$ cat config.mk
export PLATFORM = sky130hd
export DESIGN_NAME = root_requester_flat
export DESIGN_NICKNAME = d
export VERILOG_FILES = /design/src/core/dma_hdr_pkg.sv /design/src/core/pcie_link_if.sv /design/src/core/root_requester.sv /design/src/flat_wrapper.sv
export SDC_FILE = /design/constraint.sdc
export NUM_CORES = 1
export LEC_CHECK = 0
export BUFFER_PORTS_ARGS = -buffer_cell sky130_fd_sc_hd__buf_2
export CORE_MARGIN = 2
export CORE_UTILIZATION = 40
export CTS_CLUSTER_DIAMETER = 150
export DETAILED_ROUTE_END_ITERATION = 8
export SLEW_MARGIN = 20
export SYNTH_ARGS = -nofsm -noshare
export SYNTH_HDL_FRONTEND = slang
export SYNTH_SLANG_ARGS = --single-unit
$ cat constraint.sdc
create_clock -name REF_CLK_I -period 4.1 [get_ports REF_CLK_I]
set_input_delay 0 -clock REF_CLK_I [delete_from_list [all_inputs] [get_ports REF_CLK_I]]
set_output_delay 0 -clock REF_CLK_I [all_outputs]
set_load 0.1 [all_outputs]
$ cat src/core/dma_hdr_pkg.sv
package dma_hdr_pkg;
    // Link request geometry: byte offset inside one BAR, 32 KByte window
    localparam int ADDR_W = 15;
    localparam int MEM_WORDS = 8192;
    localparam int DATA_W = 32;
    // BAR numbers as presented on the link; the 64-bit control pair answers to either number
    localparam logic [2:0] BAR_CTRL_LO = 3'h2;
    localparam logic [2:0] BAR_CTRL_HI = 3'h3;
    localparam logic [2:0] BAR_LAST = 3'h5;
    // Header block: two headers of four words, 256-byte decode
    localparam int HDR_SEL_BIT = 4;
    localparam int CTRL_SPAN_LSB = 8;
    localparam logic [1:0] HDR_CTRL = 2'h0;
    localparam logic [1:0] HDR_BASE_HI = 2'h1;
    localparam logic [1:0] HDR_BASE_LO = 2'h2;
    localparam logic [1:0] HDR_READY = 2'h3;
    localparam logic HDR_WRITE = 1'b0;
    localparam logic HDR_READ = 1'b1;
    // Control word fields
    localparam int SIZE_MSB = 15;
    localparam int DIR_BIT = 16;
    localparam int MSI_BIT = 17;
    localparam int REPORT_BIT = 18;
    localparam int NUM_LSB = 20;
    localparam int NUM_MSB = 24;
    localparam int TC_LSB = 28;
    localparam int TC_MSB = 30;
    localparam logic [31:0] CTRL_WMASK = 32'h71f7ffff;
    localparam logic [31:0] READY_WMASK = 32'h0000ffff;
    localparam logic [31:0] WR_CTRL_RESET = 32'h00110000;
    localparam logic [31:0] RD_CTRL_RESET = 32'h00000000;
    localparam int DESC_SHIFT = 4;
    // Host command registers, AXI4-Lite byte offsets
    localparam logic [4:0] CMD_ADDR_OFS = 5'h00;
    localparam logic [4:0] CMD_WDATA_OFS = 5'h04;
    localparam logic [4:0] CMD_CTRL_OFS = 5'h08;
    localparam logic [4:0] CMD_STATUS_OFS = 5'h0c;
    localparam logic [4:0] CMD_RDATA_OFS = 5'h10;
    localparam logic [4:0] IRQ_STATUS_OFS = 5'h14;
    localparam logic [4:0] IRQ_MASK_OFS = 5'h18;
    localparam int CMD_BAR_LSB = 16;
    localparam int CTRL_GO_BIT = 0;
    localparam int CTRL_WRITE_BIT = 1;
    localparam int STAT_BUSY_BIT = 0;
    localparam int IRQ_DONE_BIT = 0;
    localparam int IRQ_REFUSED_BIT = 1;
    localparam logic [1:0] RESP_OKAY = 2'h0;
    localparam logic [1:0] RESP_SLVERR = 2'h2;
    typedef enum logic [2:0] {
        H_IDLE = 3'b001,
        H_REQ = 3'b010,
        H_WAIT = 3'b100
    } host_state_type;
endpackage : dma_hdr_pkg

$ cat src/core/pcie_link_if.sv
`timescale 1ns/100ps
// Memory request path from root complex to endpoint, plus read completion
interface pcie_link_if;
    logic req_valid;
    logic req_ready;
    logic req_write;
    logic [2:0] req_bar;
    logic [dma_hdr_pkg::ADDR_W-1:0] req_addr;
    logic [31:0] req_wdata;
    logic cpl_valid;
    logic [31:0] cpl_data;
    modport host(output req_valid, req_write, req_bar, req_addr, req_wdata,
                 input req_ready, cpl_valid, cpl_data);
    modport device(input req_valid, req_write, req_bar, req_addr, req_wdata,
                   output req_ready, cpl_valid, cpl_data);
endinterface : pcie_link_if

$ cat src/core/root_requester.sv
`timescale 1ns/100ps
module root_requester (
    input wire logic REF_CLK_I,
    input wire logic NRST_I,
    pcie_link_if.host link,
    input wire logic [4:0] S_AXI_AWADDR_I,
    input wire logic S_AXI_AWVALID_I,
    output logic S_AXI_AWREADY_O,
    input wire logic [31:0] S_AXI_WDATA_I,
    input wire logic [3:0] S_AXI_WSTRB_I,
    input wire logic S_AXI_WVALID_I,
    output logic S_AXI_WREADY_O,
    output logic [1:0] S_AXI_BRESP_O,
    output logic S_AXI_BVALID_O,
    input wire logic S_AXI_BREADY_I,
    input wire logic [4:0] S_AXI_ARADDR_I,
    input wire logic S_AXI_ARVALID_I,
    output logic S_AXI_ARREADY_O,
    output logic [31:0] S_AXI_RDATA_O,
    output logic [1:0] S_AXI_RRESP_O,
    output logic S_AXI_RVALID_O,
    input wire logic S_AXI_RREADY_I,
    output logic IRQ_O
);
    import dma_hdr_pkg::*;

    logic awready_reg, wready_reg, aw_held, w_held, bvalid_reg, arready_reg, rvalid_reg, irq_reg;
    logic [4:0] awaddr_reg;
    logic [31:0] wdata_reg, rdata_reg, cmd_addr_reg, cmd_wdata_reg, cpl_reg;
    logic [3:0] wstrb_reg;
    logic [1:0] bresp_reg, rresp_reg, irq_status_reg, irq_mask_reg, events;
    host_state_type state_reg;
    logic req_valid_reg, req_write_reg;
    logic [2:0] req_bar_reg;
    logic [ADDR_W-1:0] req_addr_reg;
    logic [31:0] req_wdata_reg;
    logic aw_take, w_take, ar_take, do_write, go;

    // Byte-lane merge for software writes
    function automatic logic [31:0] merge(input logic [31:0] old, input logic [31:0] nw, input logic [3:0] be);
        for (int b = 0; b < 4; b++) begin
            if (be[b]) begin
                old[8*b +: 8] = nw[8*b +: 8];
            end
        end
        return old;
    endfunction : merge

    ////////////////////////////////////////////////////////////////////////
    // AXI4-Lite write: address and data taken in either order
    assign aw_take = S_AXI_AWVALID_I && awready_reg;
    assign w_take = S_AXI_WVALID_I && wready_reg;
    assign do_write = aw_held && w_held && !bvalid_reg;
    assign go = do_write && awaddr_reg == CMD_CTRL_OFS && wstrb_reg[0] && wdata_reg[CTRL_GO_BIT];

    always_ff @(posedge REF_CLK_I or negedge NRST_I) begin
        if (!NRST_I) begin
            aw_held <= 1'b0;
            w_held <= 1'b0;
            awready_reg <= 1'b0;
            wready_reg <= 1'b0;
            bvalid_reg <= 1'b0;
            bresp_reg <= RESP_OKAY;
            awaddr_reg <= 5'h00;
            wdata_reg <= 32'h00000000;
            wstrb_reg <= 4'h0;
        end else begin
            if (aw_take) begin
                awaddr_reg <= S_AXI_AWADDR_I;
            end
            if (w_take) begin
                wdata_reg <= S_AXI_WDATA_I;
                wstrb_reg <= S_AXI_WSTRB_I;
            end
            aw_held <= aw_take || (aw_held && !do_write);
            w_held <= w_take || (w_held && !do_write);
            awready_reg <= !(aw_take || (aw_held && !do_write));
            wready_reg <= !(w_take || (w_held && !do_write));
            if (do_write) begin
                bvalid_reg <= 1'b1;
                bresp_reg <= (awaddr_reg > IRQ_MASK_OFS || awaddr_reg[1:0] != 2'h0) ? RESP_SLVERR : RESP_OKAY;
            end else if (S_AXI_BREADY_I) begin
                bvalid_reg <= 1'b0;
            end
        end
    end

    // Command and mask registers; status clears by writing one, set wins
    always_ff @(posedge REF_CLK_I or negedge NRST_I) begin
        if (!NRST_I) begin
            cmd_addr_reg <= 32'h00000000;
            cmd_wdata_reg <= 32'h00000000;
            irq_mask_reg <= 2'h0;
            irq_status_reg <= 2'h0;
            irq_reg <= 1'b0;
        end else begin
            if (do_write && awaddr_reg == CMD_ADDR_OFS) begin
                cmd_addr_reg <= merge(cmd_addr_reg, wdata_reg, wstrb_reg);
            end
            if (do_write && awaddr_reg == CMD_WDATA_OFS) begin
                cmd_wdata_reg <= merge(cmd_wdata_reg, wdata_reg, wstrb_reg);
            end
            if (do_write && awaddr_reg == IRQ_MASK_OFS && wstrb_reg[0]) begin
                irq_mask_reg <= wdata_reg[1:0];
            end
            if (do_write && awaddr_reg == IRQ_STATUS_OFS && wstrb_reg[0]) begin
                irq_status_reg <= (irq_status_reg & ~wdata_reg[1:0]) | events;
            end else begin
                irq_status_reg <= irq_status_reg | events;
            end
            irq_reg <= |(irq_status_reg & irq_mask_reg);
        end
    end

    ////////////////////////////////////////////////////////////////////////
    // AXI4-Lite read
    assign ar_take = S_AXI_ARVALID_I && arready_reg;

    always_ff @(posedge REF_CLK_I or negedge NRST_I) begin
        if (!NRST_I) begin
            arready_reg <= 1'b0;
            rvalid_reg <= 1'b0;
            rdata_reg <= 32'h00000000;
            rresp_reg <= RESP_OKAY;
        end else begin
            arready_reg <= !(ar_take || (rvalid_reg && !S_AXI_RREADY_I));
            if (ar_take) begin
                rvalid_reg <= 1'b1;
                rresp_reg <= RESP_OKAY;
                if (S_AXI_ARADDR_I == CMD_ADDR_OFS) begin
                    rdata_reg <= cmd_addr_reg;
                end else if (S_AXI_ARADDR_I == CMD_WDATA_OFS) begin
                    rdata_reg <= cmd_wdata_reg;
                end else if (S_AXI_ARADDR_I == CMD_STATUS_OFS) begin
                    rdata_reg <= {31'h0, state_reg != H_IDLE};
                end else if (S_AXI_ARADDR_I == CMD_RDATA_OFS) begin
                    rdata_reg <= cpl_reg;
                end else if (S_AXI_ARADDR_I == IRQ_STATUS_OFS) begin
                    rdata_reg <= {30'h0, irq_status_reg};
                end else if (S_AXI_ARADDR_I == IRQ_MASK_OFS) begin
                    rdata_reg <= {30'h0, irq_mask_reg};
                end else begin
                    rdata_reg <= 32'h00000000;
                    rresp_reg <= (S_AXI_ARADDR_I == CMD_CTRL_OFS) ? RESP_OKAY : RESP_SLVERR;
                end
            end else if (S_AXI_RREADY_I) begin
                rvalid_reg <= 1'b0;
            end
        end
    end

    ////////////////////////////////////////////////////////////////////////
    // Link request sequencer; a go while busy is dropped
    always_comb begin
        events = 2'h0;
        if (state_reg == H_IDLE && go && cmd_addr_reg[CMD_BAR_LSB +: 3] > BAR_LAST) begin
            events[IRQ_REFUSED_BIT] = 1'b1;
        end
        if ((state_reg == H_REQ && link.req_ready && req_write_reg) || (state_reg == H_WAIT && link.cpl_valid)) begin
            events[IRQ_DONE_BIT] = 1'b1;
        end
    end

    always_ff @(posedge REF_CLK_I or negedge NRST_I) begin
        if (!NRST_I) begin
            state_reg <= H_IDLE;
            req_valid_reg <= 1'b0;
            req_write_reg <= 1'b0;
            req_bar_reg <= 3'h0;
            req_addr_reg <= '0;
            req_wdata_reg <= 32'h00000000;
            cpl_reg <= 32'h00000000;
        end else begin
            case (state_reg)
                H_IDLE: begin
                    // ROM and I/O BARs never reach the link
                    if (go && cmd_addr_reg[CMD_BAR_LSB +: 3] <= BAR_LAST) begin
                        req_valid_reg <= 1'b1;
                        req_write_reg <= wdata_reg[CTRL_WRITE_BIT];
                        req_bar_reg <= cmd_addr_reg[CMD_BAR_LSB +: 3];
                        req_addr_reg <= cmd_addr_reg[ADDR_W-1:0];
                        req_wdata_reg <= cmd_wdata_reg;
                        state_reg <= H_REQ;
                    end
                end
                H_REQ: begin
                    if (link.req_ready) begin
                        req_valid_reg <= 1'b0;
                        state_reg <= req_write_reg ? H_IDLE : H_WAIT;
                    end
                end
                H_WAIT: begin
                    if (link.cpl_valid) begin
                        cpl_reg <= link.cpl_data;
                        state_reg <= H_IDLE;
                    end
                end
                default: begin
                    state_reg <= H_IDLE;
                end
            endcase
        end
    end

    assign link.req_valid = req_valid_reg;
    assign link.req_write = req_write_reg;
    assign link.req_bar = req_bar_reg;
    assign link.req_addr = req_addr_reg;
    assign link.req_wdata = req_wdata_reg;
    assign S_AXI_AWREADY_O = awready_reg;
    assign S_AXI_WREADY_O = wready_reg;
    assign S_AXI_BRESP_O = bresp_reg;
    assign S_AXI_BVALID_O = bvalid_reg;
    assign S_AXI_ARREADY_O = arready_reg;
    assign S_AXI_RDATA_O = rdata_reg;
    assign S_AXI_RRESP_O = rresp_reg;
    assign S_AXI_RVALID_O = rvalid_reg;
    assign IRQ_O = irq_reg;
endmodule : root_requester

$ cat src/flat_wrapper.sv
// flat-port wrapper written by rule: the top's interface ports become plain ports
module root_requester_flat import dma_hdr_pkg::*;
  (REF_CLK_I, NRST_I, S_AXI_AWADDR_I, S_AXI_AWVALID_I, S_AXI_AWREADY_O, S_AXI_WDATA_I, S_AXI_WSTRB_I, S_AXI_WVALID_I, S_AXI_WREADY_O, S_AXI_BRESP_O, S_AXI_BVALID_O, S_AXI_BREADY_I, S_AXI_ARADDR_I, S_AXI_ARVALID_I, S_AXI_ARREADY_O, S_AXI_RDATA_O, S_AXI_RRESP_O, S_AXI_RVALID_O, S_AXI_RREADY_I, IRQ_O, link_req_valid, link_req_write, link_req_bar, link_req_addr, link_req_wdata, link_req_ready, link_cpl_valid, link_cpl_data);
  pcie_link_if link_i ();
  input wire logic REF_CLK_I;
  input wire logic NRST_I;
  input wire logic [4:0] S_AXI_AWADDR_I;
  input wire logic S_AXI_AWVALID_I;
  output logic S_AXI_AWREADY_O;
  input wire logic [31:0] S_AXI_WDATA_I;
  input wire logic [3:0] S_AXI_WSTRB_I;
  input wire logic S_AXI_WVALID_I;
  output logic S_AXI_WREADY_O;
  output logic [1:0] S_AXI_BRESP_O;
  output logic S_AXI_BVALID_O;
  input wire logic S_AXI_BREADY_I;
  input wire logic [4:0] S_AXI_ARADDR_I;
  input wire logic S_AXI_ARVALID_I;
  output logic S_AXI_ARREADY_O;
  output logic [31:0] S_AXI_RDATA_O;
  output logic [1:0] S_AXI_RRESP_O;
  output logic S_AXI_RVALID_O;
  input wire logic S_AXI_RREADY_I;
  output logic IRQ_O;
  output wire logic [$bits(link_i.req_valid)-1:0] link_req_valid;
  output wire logic [$bits(link_i.req_write)-1:0] link_req_write;
  output wire logic [$bits(link_i.req_bar)-1:0] link_req_bar;
  output wire logic [$bits(link_i.req_addr)-1:0] link_req_addr;
  output wire logic [$bits(link_i.req_wdata)-1:0] link_req_wdata;
  input wire logic [$bits(link_i.req_ready)-1:0] link_req_ready;
  input wire logic [$bits(link_i.cpl_valid)-1:0] link_cpl_valid;
  input wire logic [$bits(link_i.cpl_data)-1:0] link_cpl_data;
  assign link_req_valid = link_i.req_valid;
  assign link_req_write = link_i.req_write;
  assign link_req_bar = link_i.req_bar;
  assign link_req_addr = link_i.req_addr;
  assign link_req_wdata = link_i.req_wdata;
  assign link_i.req_ready = link_req_ready;
  assign link_i.cpl_valid = link_cpl_valid;
  assign link_i.cpl_data = link_cpl_data;
  root_requester u_core (.REF_CLK_I(REF_CLK_I), .NRST_I(NRST_I), .link(link_i), .S_AXI_AWADDR_I(S_AXI_AWADDR_I), .S_AXI_AWVALID_I(S_AXI_AWVALID_I), .S_AXI_AWREADY_O(S_AXI_AWREADY_O), .S_AXI_WDATA_I(S_AXI_WDATA_I), .S_AXI_WSTRB_I(S_AXI_WSTRB_I), .S_AXI_WVALID_I(S_AXI_WVALID_I), .S_AXI_WREADY_O(S_AXI_WREADY_O), .S_AXI_BRESP_O(S_AXI_BRESP_O), .S_AXI_BVALID_O(S_AXI_BVALID_O), .S_AXI_BREADY_I(S_AXI_BREADY_I), .S_AXI_ARADDR_I(S_AXI_ARADDR_I), .S_AXI_ARVALID_I(S_AXI_ARVALID_I), .S_AXI_ARREADY_O(S_AXI_ARREADY_O), .S_AXI_RDATA_O(S_AXI_RDATA_O), .S_AXI_RRESP_O(S_AXI_RRESP_O), .S_AXI_RVALID_O(S_AXI_RVALID_O), .S_AXI_RREADY_I(S_AXI_RREADY_I), .IRQ_O(IRQ_O));
endmodule
After elaboration in Yosys (flattened, before gate mapping)
Index checks and enable logic that the tools add are counted.
{"block": "word_totals", "register_bits": 240, "latchBits": 0, "ramBits": 0, "romBits": 0, "input_bits": 87, "output_inout_bits": 94, "n_memories": 0}
{"block": "op_classes", "addsub": 0, "mul": 0, "div_mod_pow": 0, "order_cmp": 3, "n_eq_ne": 17, "shift": 0, "mux": 29, "bitwise_logic": 5, "n_reduce_logical": 53}
{"cell": "$mux W32", "count": 5}
{"cell": "$eq A5 B5 Y1 const B", "count": 5}
{"cell": "$logic_and A1 B1 Y1", "count": 23}
{"cell": "$mux W2", "count": 10}
{"cell": "$reduce_and A2 Y1", "count": 10}
{"cell": "$eq A5 B4 Y1 const B", "count": 3}
{"cell": "$mux W3", "count": 4}
{"cell": "$eq A5 B3 Y1 const B", "count": 2}
{"cell": "$logic_not A5 Y1", "count": 2}
{"cell": "$pmux W3 S3", "count": 1}
{"cell": "$mux W1", "count": 8}
{"cell": "$reduce_bool A2 Y1", "count": 4}
{"cell": "$logic_not A1 Y1", "count": 6}
{"cell": "$ne A2 B2 Y1 const B", "count": 3}
{"cell": "$reduce_and A3 Y1", "count": 2}
{"cell": "$gt A5 B5 Y1 const B", "count": 1}
{"cell": "$logic_or A1 B1 Y1", "count": 5}
{"cell": "$and A2 B2 Y2", "count": 2}
{"cell": "$or A2 B2 Y2", "count": 2}
{"cell": "$eq A3 B1 Y1 const B", "count": 1}
{"cell": "$eq A3 B2 Y1 const B", "count": 1}
{"cell": "$eq A3 B3 Y1 const B", "count": 1}
{"cell": "$gt A3 B3 Y1 const B", "count": 1}
{"cell": "$le A3 B3 Y1 const B", "count": 1}
{"cell": "other kinds (4)", "count": 4}

Longest topological paths before layout
{"block": "logic_depth", "word_depth": 10, "depth_mapped": 7, "depth_no_buf": 4}

Worst setup path after synthesis
OpenSTA, ideal clock, no wires.
{"block": "synth_path", "kind": "flip-flop to flip-flop", "startpoint": "register u_core.bvalid_reg, in the netlist u_core.S_AXI_BVALID_O", "endpoint": "register u_core.req_wdata_reg[21], in the netlist u_core.link.req_wdata[21]", "setup_ns": 0.125, "arrival_ns": 2.620, "required_time_ns": 3.975, "slack_ns": 1.354, "path_stages_with_launch": 8, "synth_period_minus_slack_ns": 2.746, "path_cell_list": "dfrtp_1 -> or4bb_1 -> or4_4 -> buf_6 -> nand2b_4 -> buf_6 -> buf_8 -> mux2_4"}
{"block": "synth_via", "elab_chain_len": 7}
{"item": "start, declared", "line": "root_requester.sv:27", "text": "logic awready_reg, wready_reg, aw_held, w_held, bvalid_reg, arready_reg, rvalid_reg, irq_reg;"}
{"item": "start signal, assigned", "line": "root_requester.sv:62", "text": "bvalid_reg <= 1'b0;"}
{"item": "start signal, assigned", "line": "root_requester.sv:80", "text": "bvalid_reg <= 1'b1;"}
{"item": "start signal, assigned", "line": "root_requester.sv:83", "text": "bvalid_reg <= 1'b0;"}
{"item": "$logic_not A1 Y1", "line": "root_requester.sv:53", "text": "assign do_write = aw_held && w_held && !bvalid_reg;"}
{"item": "$logic_and A1 B1 Y1", "line": "root_requester.sv:53"}
{"item": "$logic_and A1 B1 Y1 (3 in series)", "line": "root_requester.sv:54", "text": "assign go = do_write && awaddr_reg == CMD_CTRL_OFS && wstrb_reg[0] && wdata_reg[CTRL_GO_BIT];"}
{"item": "$logic_and A1 B1 Y1", "line": "root_requester.sv:177", "text": "if (go && cmd_addr_reg[CMD_BAR_LSB +: 3] <= BAR_LAST) begin"}
{"item": "$reduce_and A2 Y1 (no line)"}
{"item": "end signal, assigned", "line": "root_requester.sv:182", "text": "req_wdata_reg <= cmd_wdata_reg;"}
{"item": "end, declared", "line": "root_requester.sv:36", "text": "logic [31:0] req_wdata_reg;"}
No other way between the ends.
A chain may end at the register's enable or synchronous reset.

Worst setup path after layout
{"block": "layout_path", "startpoint": "register u_core.awaddr_reg[1]", "endpoint": "register u_core.req_wdata_reg[8], in the netlist u_core.link.req_wdata[8]"}
{"block": "layout_via", "elab_chain_len": 6}
{"item": "start, declared", "line": "root_requester.sv:28", "text": "logic [4:0] awaddr_reg;"}
{"item": "start signal, assigned", "line": "root_requester.sv:64", "text": "awaddr_reg <= 5'h00;"}
{"item": "start signal, assigned", "line": "root_requester.sv:69", "text": "awaddr_reg <= S_AXI_AWADDR_I;"}
{"item": "$eq A5 B4 Y1", "line": "root_requester.sv:54"}
{"item": "$logic_and A1 B1 Y1 (3 in series)", "line": "root_requester.sv:54"}
{"item": "$logic_and A1 B1 Y1", "line": "root_requester.sv:177"}
{"item": "$reduce_and A2 Y1 (no line)"}
No other way between the ends.

==> flow_summary.yaml <==
timing:
  fin_setup_tns_ps: 0
  skew_ps: 15.0
  worstMarginPinSlew_ps: 1060
  drv_slew: 0
  rsz0062_at_grt: "no"
  period_minus_slack_ps: 2910
  min_period_over_period_pct: 71.1
  relSlewSlack_pct: 29.6
  report.final.hold_viol_count: 0
  fmax_ghz: 0.343
  finalSetupViolCount: 0
grt:
  grt_pass1_wl_um: 38800
  antenna_found_initial: 0
  grt_start_max_net_pins: 113
  overflow: 0
  grt_pass1_vias: 6952
  grt_use_total_pct: 18.9
setup_path:
  arrival_ps: 3310
  crit_fanout: 50
  cp_data_required_time_ps: 4490
  r2r_slack_ps: 1190
  critical_path_class: "reg -> reg"
  end_kind: "flop"
  timing.rr.start: "u_core.awaddr_reg[1]"
  reg2reg_to: "u_core.link.req_wdata[8]"
  startpoint_type: "flop"
  rr_worst_depth: 4
worst_hold_path:
  holdPathStages: 3
  holdCritStartpoint: "S_AXI_WVALID_I"
  whs_endpoint: "u_core.w_held"
  hold_class: "in -> reg"
logic_synthesis:
  syn_area_per_cell_um2: 14.3
  ys.flop_type: "dfrtp_1"
  async_flop_share_pct: 100
  yosys_warnings: 0
  synth_top_area_share_pct: 61.3
  synth_cell_types: 44
  synth_edf_count: 0
  ys_ff_latch: 238
  ys_top_cells_by_area: "dfrtp_1 61%, mux2_2 16%, mux2_4 7.4%"
  syn_area_um2: 9680
  ys_seq_area_share_pct: 61.6
  synth_cells: 678
  yosysTopAreaCell: "dfrtp_1"
clock_network:
  clk_pin_slew_worst_paths_ps: 60
  cts_root_buf: "clkbuf_16"
  cts.sinks: 238
  cts_made_buffers: 26
  clock_latency_ps: 520
  htreeDepth: 1
  cts_buffer_depth: 3
  cts_tree: "built"
  post_cts_buffers: 0
  ctsResizeCount: 0
  cts_hold_buf: 88
placed_design:
  place_congestion: 0.752
  hpwlAfterDp_um: 15100
  placed_cells: 1146
  io_buffer_count: 178
die:
  floorplan.initialDensity_pct: 41.0
  rows: 56
  core_um2: 23600
  io_pins: 181
  die_y_um: 160
  die_x_um: 160
  die-area_um2: 25400
power_and_ir_drop:
  p_switching_mw: 2.58
  p_comb_share_pct: 25.6
  sequentialPowerShare_pct: 42.6
  p_int_mw: 4.87
  p_per_area_nw_per_um2: 590
  leakage_nw: 6.25
  p_clk_share_pct: 31.8
  sw_frac_of_total_pct: 34.6
  vdd_drop_max_mv: 0.449
final_layout:
  mostFrequentLayoutCell: "dfrtp_1"
  layout-drive-gt1-share_pct: 44.4
  final_cells: 1279
  syn_to_final_growth_pct: 30.3
  nets: 1030
  layout_common_cells: "237 x dfrtp_1, 177 x buf_2, 140 x mux2_2"
  num_antenna_cells: 0
  fill_cells: 2036
detailed_routing:
  first_iter_violations: 338
  vias_per_cell: 5.05
  firstDrtPassIters: 4
  wl_per_cell_um: 18.7
  antenna_left: 0
  wl_um: 23900
  drcViolationCount: 0
  num_vias: 6457
status:
  outcome: "finished clean"
flow_run:
  drv_cap: 0
==> cells in the mapped netlist (5+ instances only) <==
master    instances
a31oi_1          33
clkbuf_1         28
dfrtp_1         237
inv_1             9
mux2_2          140
mux2_4           48
nand2_1          52
nand3_1           5
nor2_1            5
o21ai_0          39
o22ai_1          31
==> per-stage QoR <==
step | cell area, um^2 | hold WS [ps] | setup WS (ps) | util, % | power (mW)
after floorplan | 9680 | -296 | 1350 | - | 4.59
after global placement | 10800 | 119 | 1230 | 45.9 | 5.03
after detailed placement | 10800 | 124 | 1200 | 45.9 | 5.07
after CTS | 12600 | 12.2 | 1180 | 53.4 | 7.52
after global routing | 12600 | 40.0 | 1100 | 53.4 | 7.79
final | 12600 | 19.3 | 1190 | 53.4 | 7.44
==> area by class of cell <==
| cell class | count | area (um^2) | share of cell area, % |
|---|---|---|---|
| flip-flops and latches | 238 | 5960 | 47.3 |
| clock buffers | 38 | 787 | 6.24 |
| well taps | 319 | 399 | 3.17 |
| clock inverters | 7 | 93.8 | 0.744 |
| repair buffers | 273 | 1850 | 14.7 |
| multi-input cells | 395 | 3490 | 27.7 |
| inverters | 9 | 33.8 | 0.268 |
==> critical path, cell delays in order (launching register included) <==
cell and delay [ps]:
dfrtp_1 410, or4b_1 560, or4_4 580, nand2b_4 670, mux2_4 520
==> worst max path at each step <==
stage	startpoint	to	slack [ps]	cells past startpoint
after floorplan	u_core.S_AXI_BVALID_O	u_core.link.req_wdata[21]	1350	7
after global placement	u_core.awaddr_reg[1]	u_core.link.req_wdata[13]	1230	4
after detailed placement	u_core.awaddr_reg[1]	u_core.link.req_addr[10]	1200	4
after CTS	u_core.awaddr_reg[1]	u_core.link.req_wdata[8]	1180	4
after global routing	u_core.awaddr_reg[1]	u_core.link.req_addr[14]	1100	4
final	u_core.awaddr_reg[1]	u_core.link.req_wdata[8]	1190	4
==> layer usage <==
layer  up-vias  wire (um)  GRT usage [%]
li1       3001          -              -
met2       171      11000           31.0
met3        33       1320           3.46
met1      3252      11100           26.5
met4         0        436           4.01
met5         -          0              0
==> cells by family after synthesis <==
logic type / share of synthesized area, %
other: 0.0388
flip-flops: 61.6
buffers and inverters: 2.81
AO/OA/AOI/OAI: 7.28
multiplexers: 23.9
AND/OR/NAND/NOR: 4.36
==> power by group through the flow <==
stage | combinational, mW | sequential (mW) | clock, mW
detailed placement | 1.85 | 3.21 | 0
global placement | 1.83 | 3.19 | 0
CTS | 1.93 | 3.17 | 2.43
floorplan | 0.624 | 3.96 | 0
finish | 1.91 | 3.17 | 2.37
global route | 2.02 | 3.24 | 2.53
Power figures use the tool's default switching activity.
